`src/xlm_defines.vh`:
```
// Summary of operation
// (RL1) Two monitors: crystal input and fourth reference
// (RL2) Decode nominal, window, qual, enable, events, status
// (RL3) Nominal count of measuring clock periods per window
// (RL4) Nominal zero disables monitor, forces loss status
// (RL5) Accept when count within nominal plus/minus margin
// (RL6) Reject when count outside nominal plus/minus margin
// (RL7) Window is one divided monitored period
// (RL8) Good windows qualify, failed windows disqualify clock
// (RL9) Limit event held while loss counter exceeds threshold
// (RL10) Software disables monitor while reprogramming it
// (RL11) Restart count per window, compare at end
`ifndef XLM_DEFINES_VH
`define XLM_DEFINES_VH

// ==========================================================
// Address map
`define XLM_BASE_HI   5'h10
`define XLM_IDX_NOM   4'h0
`define XLM_IDX_WIN   4'h4
`define XLM_IDX_QUAL  4'h6
`define XLM_IDX_CTRL  4'h7
`define XLM_IDX_EVT   4'h8
`define XLM_IDX_CEVT  4'h9
`define XLM_IDX_STS   4'hA
`define XLM_IDX_MASK  4'hB

// ==========================================================
// Field positions
`define XLM_NOM_MSB   23
`define XLM_NOM_LSB   16
`define XLM_ACC_MSB   14
`define XLM_ACC_LSB   8
`define XLM_REJ_MSB   6
`define XLM_REJ_LSB   0
`define XLM_THR_MSB   11
`define XLM_THR_LSB   8
`define XLM_SSEL_MSB  6
`define XLM_SSEL_LSB  5
`define XLM_DIV_MSB   4
`define XLM_DIV_LSB   0
`define XLM_EVT_LOS   0
`define XLM_EVT_LMT   1

// ==========================================================
// Reset values and limits
`define XLM_QUAL_RST  8'h11
`define XLM_CNT_MAX   5'h1F
`define XLM_MEAS_MHZ  216

`endif

```
`src/xlm_top.v`:
```
// Implementation choice: the APB register port.
`timescale 1ns/100ps
`include "xlm_defines.vh"
module xlm_top #(
  parameter CW = 9
) (
  input  wire        clk_in,
  input  wire        rst_in,
  input  wire        psel_in,
  input  wire        penable_in,
  input  wire        pwrite_in,
  input  wire [11:0] paddr_in,
  input  wire [31:0] pwdata_in,
  output reg         pready_out,
  output reg         pslverr_out,
  output reg  [31:0] prdata_out,
  input  wire        crystal_input_in,
  input  wire        fourth_reference_input_in,
  input  wire        meas_tick_in,
  output reg  [1:0]  los_sts_out,
  output reg         irq_out
);

  // ==========================================================
  // Register storage, one entry per monitor
  reg [7:0] nom   [0:1];
  reg [6:0] accm  [0:1];
  reg [6:0] rejm  [0:1];
  reg [3:0] thr   [0:1];
  reg [1:0] ssel  [0:1];
  reg [4:0] div   [0:1];
  reg [7:0] qual  [0:1];
  reg [1:0] evt   [0:1];
  reg [1:0] mask  [0:1];
  reg [4:0] lcnt  [0:1];
  reg [1:0] en;
  reg [1:0] los_d;
  reg [1:0] last_acc;

  wire [1:0] los;
  wire [1:0] w_acc;
  wire [1:0] w_rej;

  // ==========================================================
  // APB decode
  wire       hit_blk = (paddr_in[11:7] == `XLM_BASE_HI) &&
                       (paddr_in[1:0] == 2'b00); // see (RL1)
  wire       ins     = paddr_in[6];
  wire [3:0] idx     = paddr_in[5:2];
  reg        known;
  reg [31:0] rd;

  always @* begin
    known = 1'b1;
    rd    = 32'h0000_0000;
    if (!hit_blk) begin
      known = 1'b0;
    end else if (idx == `XLM_IDX_NOM) begin // see (RL2)
      rd = {8'h00, nom[ins], 1'b0, accm[ins], 1'b0, rejm[ins]};
    end else if (idx == `XLM_IDX_WIN) begin
      rd = {20'h0_0000, thr[ins], 1'b0, ssel[ins], div[ins]};
    end else if (idx == `XLM_IDX_QUAL) begin
      rd = {24'h00_0000, qual[ins]};
    end else if (idx == `XLM_IDX_CTRL) begin
      rd = {31'h0000_0000, en[ins]};
    end else if (idx == `XLM_IDX_EVT) begin
      rd = {30'h0000_0000, evt[ins]};
    end else if (idx == `XLM_IDX_CEVT) begin
      rd = {27'h000_0000, lcnt[ins]};
    end else if (idx == `XLM_IDX_STS) begin
      rd = {30'h0000_0000, last_acc[ins], los_d[ins]};
    end else if (idx == `XLM_IDX_MASK) begin
      rd = {30'h0000_0000, mask[ins]};
    end else begin
      known = 1'b0;
    end
  end

  // Answer one cycle after the access phase opens; keeps outputs registered
  wire take = psel_in & penable_in & pready_out;
  wire wr   = take & pwrite_in & known;

  always @(posedge clk_in) begin
    if (rst_in) begin
      pready_out  <= 1'b0;
      pslverr_out <= 1'b0;
      prdata_out  <= 32'h0000_0000;
    end else begin
      pready_out  <= psel_in & penable_in & ~pready_out;
      pslverr_out <= psel_in & penable_in & ~pready_out & ~known;
      if (psel_in & penable_in & ~pready_out & ~pwrite_in)
        prdata_out <= rd;
      else
        prdata_out <= 32'h0000_0000;
    end
  end

  // ==========================================================
  // Monitors
  genvar g;
  generate
    for (g = 0; g < 2; g = g + 1) begin : g_mon
      wire          rise;
      reg           started;
      reg  [4:0]    ecnt;
      reg  [CW-1:0] pcnt;
      wire          run    = en[g] & (nom[g] != 8'h00); // see (RL4)
      // Divide ratios zero and one both mean one edge per window
      wire [4:0]    dv     = (div[g] < 5'h02) ? 5'h01 : div[g]; // see (RL7)
      wire [CW-1:0] nomx   = {{(CW-8){1'b0}}, nom[g]};
      wire [CW-1:0] hi     = nomx + {{(CW-7){1'b0}}, rejm[g]};
      wire          wend   = started & rise & (ecnt == dv - 5'h01);
      // A stalled input never ends its window; call it rejected once past reach
      wire          tmo    = started & ~wend & (pcnt > hi);
      wire [CW-1:0] dif    = (pcnt >= nomx) ? pcnt - nomx : nomx - pcnt;
      wire          is_acc = dif <= {{(CW-7){1'b0}}, accm[g]}; // see (RL5)
      wire          is_rej = dif >  {{(CW-7){1'b0}}, rejm[g]}; // see (RL6)

      assign w_acc[g] = run & wend & is_acc; // see (RL11)
      assign w_rej[g] = run & ((wend & is_rej) | tmo);

      xlm_sync u_sync (
        .clk_in   (clk_in),
        .rst_in   (rst_in),
        .d_in     ((g == 0) ? crystal_input_in : fourth_reference_input_in),
        .rise_out (rise)
      );

      always @(posedge clk_in) begin
        if (rst_in || !run) begin
          started <= 1'b0;
          ecnt    <= 5'h00;
          pcnt    <= {CW{1'b0}};
        end else if (!started) begin
          if (rise) begin
            started <= 1'b1;
            ecnt    <= 5'h00;
            pcnt    <= {CW{1'b0}};
          end
        end else if (wend || tmo) begin
          ecnt <= 5'h00;
          pcnt <= {CW{1'b0}}; // see (RL11)
        end else begin
          if (meas_tick_in && pcnt != {CW{1'b1}})
            pcnt <= pcnt + {{(CW-1){1'b0}}, 1'b1}; // see (RL3)
          if (rise)
            ecnt <= ecnt + 5'h01;
        end
      end

      xlm_qual u_qual (
        .clk_in  (clk_in),
        .rst_in  (rst_in),
        .run_in  (run),
        .off_in  (nom[g] == 8'h00),
        .acc_in  (w_acc[g]),
        .rej_in  (w_rej[g]),
        .good_in (qual[g][7:4]),
        .fail_in (qual[g][3:0]),
        .los_out (los[g])
      );
    end
  endgenerate

  // ==========================================================
  // Registers, events and interrupt
  integer i;
  // Per-monitor strobes kept as nets so the register process stays non-blocking
  wire [1:0] sel_w    = {wr & ins, wr & ~ins};
  wire [1:0] los_up_w = los & ~los_d;
  wire [1:0] lmt_w    = {({1'b0, lcnt[1]} > {2'b00, thr[1]}),
                         ({1'b0, lcnt[0]} > {2'b00, thr[0]})};
  wire       irq_nx   = (|(evt[0] & mask[0])) | (|(evt[1] & mask[1]));

  always @(posedge clk_in) begin
    if (rst_in) begin
      en          <= 2'b00;
      los_d       <= 2'b11;
      last_acc    <= 2'b00;
      los_sts_out <= 2'b11;
      irq_out     <= 1'b0;
      for (i = 0; i < 2; i = i + 1) begin
        nom[i]  <= 8'h00;
        accm[i] <= 7'h00;
        rejm[i] <= 7'h00;
        thr[i]  <= 4'h0;
        ssel[i] <= 2'h0;
        div[i]  <= 5'h00;
        qual[i] <= `XLM_QUAL_RST;
        evt[i]  <= 2'h0;
        mask[i] <= 2'h0;
        lcnt[i] <= 5'h00;
      end
    end else begin
      los_d       <= los;
      los_sts_out <= los;
      for (i = 0; i < 2; i = i + 1) begin
        if (w_acc[i] | w_rej[i])
          last_acc[i] <= w_acc[i];
        if (sel_w[i] && idx == `XLM_IDX_NOM) begin
          nom[i]  <= pwdata_in[`XLM_NOM_MSB:`XLM_NOM_LSB];
          accm[i] <= pwdata_in[`XLM_ACC_MSB:`XLM_ACC_LSB];
          rejm[i] <= pwdata_in[`XLM_REJ_MSB:`XLM_REJ_LSB];
        end
        if (sel_w[i] && idx == `XLM_IDX_WIN) begin
          thr[i]  <= pwdata_in[`XLM_THR_MSB:`XLM_THR_LSB];
          ssel[i] <= pwdata_in[`XLM_SSEL_MSB:`XLM_SSEL_LSB];
          div[i]  <= pwdata_in[`XLM_DIV_MSB:`XLM_DIV_LSB];
        end
        if (sel_w[i] && idx == `XLM_IDX_QUAL)
          qual[i] <= pwdata_in[7:0];
        if (sel_w[i] && idx == `XLM_IDX_CTRL)
          en[i] <= pwdata_in[0]; // see (RL10)
        if (sel_w[i] && idx == `XLM_IDX_MASK)
          mask[i] <= pwdata_in[1:0];
        // Counter increments win over a preset in the same cycle
        if (los_up_w[i]) begin
          if (lcnt[i] != `XLM_CNT_MAX)
            lcnt[i] <= lcnt[i] + 5'h01;
        end else if (sel_w[i] && idx == `XLM_IDX_CEVT) begin
          lcnt[i] <= pwdata_in[4:0];
        end
        // Hardware set wins over a write-one clear
        evt[i][`XLM_EVT_LOS] <= los_up_w[i] |
          (evt[i][`XLM_EVT_LOS] & ~(sel_w[i] && idx == `XLM_IDX_EVT &&
                                    pwdata_in[`XLM_EVT_LOS]));
        evt[i][`XLM_EVT_LMT] <= lmt_w[i] | // see (RL9)
          (evt[i][`XLM_EVT_LMT] & ~(sel_w[i] && idx == `XLM_IDX_EVT &&
                                    pwdata_in[`XLM_EVT_LMT]));
      end
      irq_out <= irq_nx;
    end
  end

endmodule // xlm_top

```
`src/xlm_sync.v`:
```
`timescale 1ns/100ps
module xlm_sync (
  input  wire clk_in,
  input  wire rst_in,
  input  wire d_in,
  output reg  rise_out
);
  reg meta;
  reg stable;
  reg stable_d;

  // ==========================================================
  // Two-stage synchroniser, edge taken after the second stage
  always @(posedge clk_in) begin
    if (rst_in) begin
      meta     <= 1'b0;
      stable   <= 1'b0;
      stable_d <= 1'b0;
      rise_out <= 1'b0;
    end else begin
      meta     <= d_in;
      stable   <= meta;
      stable_d <= stable;
      rise_out <= stable & ~stable_d;
    end
  end
endmodule // xlm_sync

```
`src/xlm_qual.v`:
```
`timescale 1ns/100ps
module xlm_qual (
  input  wire       clk_in,
  input  wire       rst_in,
  input  wire       run_in,
  input  wire       off_in,
  input  wire       acc_in,
  input  wire       rej_in,
  input  wire [3:0] good_in,
  input  wire [3:0] fail_in,
  output reg        los_out
);
  reg  [3:0] good_cnt;
  reg  [3:0] fail_cnt;
  // Reserved zero counts behave as one
  wire [3:0] good_lim = (good_in == 4'h0) ? 4'h1 : good_in;
  wire [3:0] fail_lim = (fail_in == 4'h0) ? 4'h1 : fail_in;
  wire [4:0] good_nx  = {1'b0, good_cnt} + 5'h01;
  wire [4:0] fail_nx  = {1'b0, fail_cnt} + 5'h01;

  // ==========================================================
  // Qualification
  always @(posedge clk_in) begin
    if (rst_in) begin
      good_cnt <= 4'h0;
      fail_cnt <= 4'h0;
      los_out  <= 1'b1;
    end else if (!run_in) begin
      good_cnt <= 4'h0;
      fail_cnt <= 4'h0;
      if (off_in)
        los_out <= 1'b1; // see (RL4)
    end else if (acc_in) begin
      fail_cnt <= 4'h0;
      if (good_nx >= {1'b0, good_lim}) begin
        los_out  <= 1'b0; // see (RL8)
        good_cnt <= 4'h0;
      end else begin
        good_cnt <= good_nx[3:0];
      end
    end else if (rej_in) begin
      good_cnt <= 4'h0;
      if (fail_nx >= {1'b0, fail_lim}) begin
        los_out  <= 1'b1; // see (RL8)
        fail_cnt <= 4'h0;
      end else begin
        fail_cnt <= fail_nx[3:0];
      end
    end
  end
endmodule // xlm_qual

```
`config.mk`:
```
export PLATFORM = sky130hd
export DESIGN_NAME = xlm_top
export DESIGN_NICKNAME = d
export VERILOG_FILES = /design/src/xlm_top.v /design/src/xlm_sync.v /design/src/xlm_qual.v
export VERILOG_INCLUDE_DIRS = /design/src /design/src/src
export SDC_FILE = /design/constraint.sdc
export NUM_CORES = 1
export LEC_CHECK = 0
export ABC_AREA = 1
export BUFFER_PORTS_ARGS = -buffer_cell sky130_fd_sc_hd__buf_2
export CORE_ASPECT_RATIO = 1.75
export CORE_MARGIN = 4
export CORE_UTILIZATION = 62
export CTS_CLUSTER_SIZE = 24
export DETAILED_ROUTE_END_ITERATION = 16
export GPL_TIMING_DRIVEN = 1
export PLACE_DENSITY = 0.78
export SKIP_LAST_GASP = 1
export SYNTH_ARGS = -nofsm -noshare
export SYNTH_HDL_FRONTEND = slang
export SYNTH_SLANG_ARGS = --single-unit
```
`constraint.sdc`:
```
create_clock -name clk_in -period 3.6 [get_ports clk_in]
set_input_delay 0.18 -clock clk_in [delete_from_list [all_inputs] [get_ports clk_in]]
set_output_delay 0.18 -clock clk_in [all_outputs]
set_load 0.01 [all_outputs]
```
==> impl_metrics.sql <==
INSERT INTO impl_metrics (metric_group, metric, value, unit) VALUES
('worst_setup_path', 'chain_of_cells_forming_the_critical_path', 'ha_2, fa_2, a21oi_2, o21ai_2, a21oi_2, inv_1, a21oi_2, xor2_1, ha_1, a21oi_1, o21a_1, nand3_1, nand2_1, nand3_4, nand2_2, nand2_2, inv_2, o21ai_1, a21oi_1', ''),
('worst_setup_path', 'worst_path_max_delay_cell', 'edfxtp_1', ''),
('logic_synthesis', 'synthXorXnorAreaFrac', '3.138', '%'),
('timing', 'hold_slack', '0.01747', 'ns'),
('timing', 'count_of_final_hold_check_violations', '0', ''),
('clocking', 'root_buffer', 'clkbuf_16', ''),
('layout', 'fillers', '1454', ''),
('logic_synthesis', 'synth_top_family_by_area', 'simple AND/OR/NAND/NOR gates', ''),
('logic_synthesis', 'synthAdderAreaFrac', '13.80', '%'),
('clocking', 'cts_max_level', '4', ''),
('grt', 'grt_overflow', '0', ''),
('grt', 'grt_pass1_vias', '11710', ''),
('logic_synthesis', 'synth-simple-area-share', '24.79', '%'),
('timing', 'max-slew-margin-rel', '43.74', '%'),
('power', 'power_density', '313.0', 'nW/um^2'),
('timing', 'period_share', '100.1', '%'),
('layout', 'design.final.nets', '2043', ''),
('logic_synthesis', 'synth_sequential_area_ratio', '36.80', '%'),
('grt', 'grt_total_usage', '31.76', '%'),
('job', 'cap_viol_max_count', '0', ''),
('place', 'worst_slack_placed', '-0.06356', 'ns'),
('detailed_routing', 'dr_total_vias', '12310', ''),
('worst_setup_path', 'worst-endpoint-arrival', '3.99', 'ns'),
('floorplan', 'start_util', '63.02', '%'),
('logic_synthesis', 'synth-async-reset-ratio', '0', '%'),
('place', 'place_inst', '2043', ''),
('timing', 'final.setup.tns', '-0.005921', 'ns'),
('place', 'portBuffers', '70', ''),
('clocking', 'clk_pin_slew', '0.07', 'ns'),
('worst_setup_path', 'timing.critical_path.to_type', 'register', ''),
('run_status', 'violations', 'setup timing', ''),
('timing', 'final.setup_skew', '0.01178', 'ns'),
('layout', 'area_of_the_multi_input_gates', '7569', 'um^2'),
('logic_synthesis', 'synth.largest_area_cell', 'edfxtp_1', ''),
('grt', 'grt_antenna_before_repair', '0', ''),
('logic_synthesis', 'syn-instance-count', '1681', ''),
('grt', 'grt_max_degree', '60', ''),
('layout', 'sequential_cell_area', '4725', 'um^2'),
('logic_synthesis', 'synthDominantCellAreaShare', '22.45', '%'),
('worst_setup_path', 'path_common_cell', 'a21oi_2', ''),
('worst_setup_path', 'cpPeakStageDelay', '0.52', 'ns'),
('detailed_routing', 'drt_pre_antenna_iters', '6', ''),
('clocking', 'clk-insertion-delay-late', '0.45', 'ns'),
('timing', 'layout_min_cycle_time', '3.605', 'ns'),
('grt', 'grt_first_pass_wirelength', '56840', 'um'),
('detailed_routing', 'wl', '39070', 'um'),
('timing', 'timing.final.ws_setup', '-0.004737', 'ns'),
('logic_synthesis', 'yosys.cell_count.top_type', 'nand2_1', ''),
('logic_synthesis', 'edff_count_synth', '96', ''),
('worst_setup_path', 'startpoint_type', 'register', ''),
('logic_synthesis', 'synth_top_flop_cell', 'edfxtp_1', ''),
('timing', 'setup_violations', '2', ''),
('worst_setup_path', 'critical_path.max_fanout', '5', ''),
('logic_synthesis', 'yosys-mux-area-fraction', '0.07796', '%'),
('timing', 'rsz0062_at_grt', 'yes', ''),
('place', 'post_dp_hpwl', '28440', 'um'),
('worst_setup_path', 'path_class', 'reg2reg', ''),
('layout', 'antenna_cells', '0', ''),
('layout', 'flow.area_growth_from_synthesis', '20.59', '%'),
('clocking', 'cts_max_path_buffers', '2', ''),
('floorplan', 'chipHeight', '198.4', 'um'),
('logic_synthesis', 'syn_area', '12840', 'um^2'),
('worst_setup_path', 'required', '3.98', 'ns'),
('clocking', 'cts.sinks', '188', ''),
('detailed_routing', 'drc_violation_count_after_routing', '0', ''),
('detailed_routing', 'drt-initial-drc-count', '1051', ''),
('run_status', 'status', 'finished with violations', ''),
('layout', 'finalCoreUtilization', '75.99', '%'),
('logic_synthesis', 'synth_seq_cells', '188', ''),
('layout', 'stdcell_count', '2114', ''),
('clocking', 'cts-buffers-inserted', '17', '');
## cells in the final DEF (no fill, tap or decap), types with 4 or more instances in the layout
| cell | n |
|---|---|
| nor3_1 | 16 |
| xor2_1 | 33 |
| nand2_2 | 30 |
| nand3_2 | 12 |
| nand3b_1 | 7 |
| a211oi_1 | 10 |
| nor2_2 | 11 |
| a31o_2 | 4 |
| inv_2 | 31 |
| clkbuf_16 | 18 |
| dfxtp_1 | 92 |
| nand3_1 | 81 |
| o21ai_0 | 45 |
| o21ai_1 | 19 |
| o21ai_2 | 9 |
| edfxtp_1 | 96 |
| a21oi_2 | 18 |
| inv_1 | 262 |
| ha_1 | 103 |
| nand2_1 | 343 |
| buf_6 | 8 |
| ha_4 | 24 |
| buf_2 | 70 |
| conb_1 | 9 |
| inv_4 | 4 |
| ha_2 | 5 |
| o21bai_1 | 4 |
| o21a_1 | 5 |
| a21oi_1 | 109 |
| o211ai_1 | 5 |
| nand4_1 | 20 |
| o221ai_1 | 4 |
| nor2_4 | 6 |
| nand3_4 | 7 |
| nor2_1 | 165 |
| buf_4 | 96 |
| a31oi_1 | 4 |
| xnor2_1 | 9 |
| nand2_4 | 10 |
## repair_timing
action,CTS,global route
pin swaps,0,63
endpoints found under the setup margin,18,48
hold buffers,2,0
endpoints found under the hold margin,2,0
gates cloned,0,3
setup buffers,0,34
gates resized for setup,4,167
## final timing paths
| check | startpoint | end | slack, ns | cells after the start |
|---|---|---|---|---|
| max | nom[1][0] | g_mon[1].pcnt[7] | -0.005 | 19 |
| min | penable_in | pready_out | 0.02 | 3 |
| max reg2reg | nom[1][0] | g_mon[1].pcnt[7] | -0.005 | 19 |
| min reg2reg | g_mon[1].u_sync.stable_d | g_mon[1].u_sync.rise_out | 0.39 | 1 |
## routing by layer
metal | track usage, % | vias to the layer above | part of all wire (%)
met4 | 23.34 | 0 | 9.8
li1 | - | 5797 | -
met5 | 0 | - | 0
met3 | 4.749 | 210 | 6.4
met2 | 56.03 | 635 | 50
met1 | 33.30 | 5671 | 34
## sequential cells by signal, indices dropped and copies added, names as in the netlist, 4 cells and up
signal,flops
g_mon.u_qual.fail_cnt,8
thr,8
div,10
mask,4
accm,14
g_mon.pcnt,18
qual,16
rejm,14
g_mon.u_qual.good_cnt,8
lcnt,10
prdata_out,23
nom,16
ssel,4
g_mon.ecnt,10
evt,4
## cell type report
cell class                      instances  area share [%]
Clock buffer                           21           3.111
Multi-Input combinational cell       1173           48.88
Timing Repair Buffer                  177           7.758
Sequential cell                       188           30.51
Clock inverter                         11          0.5253
Inverter                              296           7.208
Tap cell                              248           2.004
## report_power, final
group,internal (W),switching (W)
Clock,0.000969,0.000873
Combinational,0.000263,0.000420
Sequential,0.00228,0.0000380
Total,0.00352,0.00133
## logic make-up after synthesis
| group | count (synthesis) |
|---|---|
| AOI/OAI and AO/OA | 254 |
| xor gates and xnor gates | 46 |
| adders and majority gates | 138 |
| buffers and inverters | 331 |
| DFF | 188 |
| muxes | 1 |
| other | 1 |
| and+or+nand+nor | 722 |
## through the flow
step | total power (W) | cell area (um^2)
floorplan | 0.002732 | 12870
global placement | 0.002892 | 13870
detailed placement | 0.002912 | 13870
CTS | 0.004708 | 14470
global route | 0.004995 | 15480
finish | 0.004847 | 15480
## critical path: cells and delay by family, from the launching register on
kind | cells | cell delay [ns]
AOI/OAI and AO/OA | 8 | 1.09
adders and majority gates | 3 | 0.93
and+or+nand+nor | 5 | 0.59
DFF | 1 | 0.52
xor gates and xnor gates | 1 | 0.21
buffers and inverters | 2 | 0.17
Power figures use the tool's default switching activity.
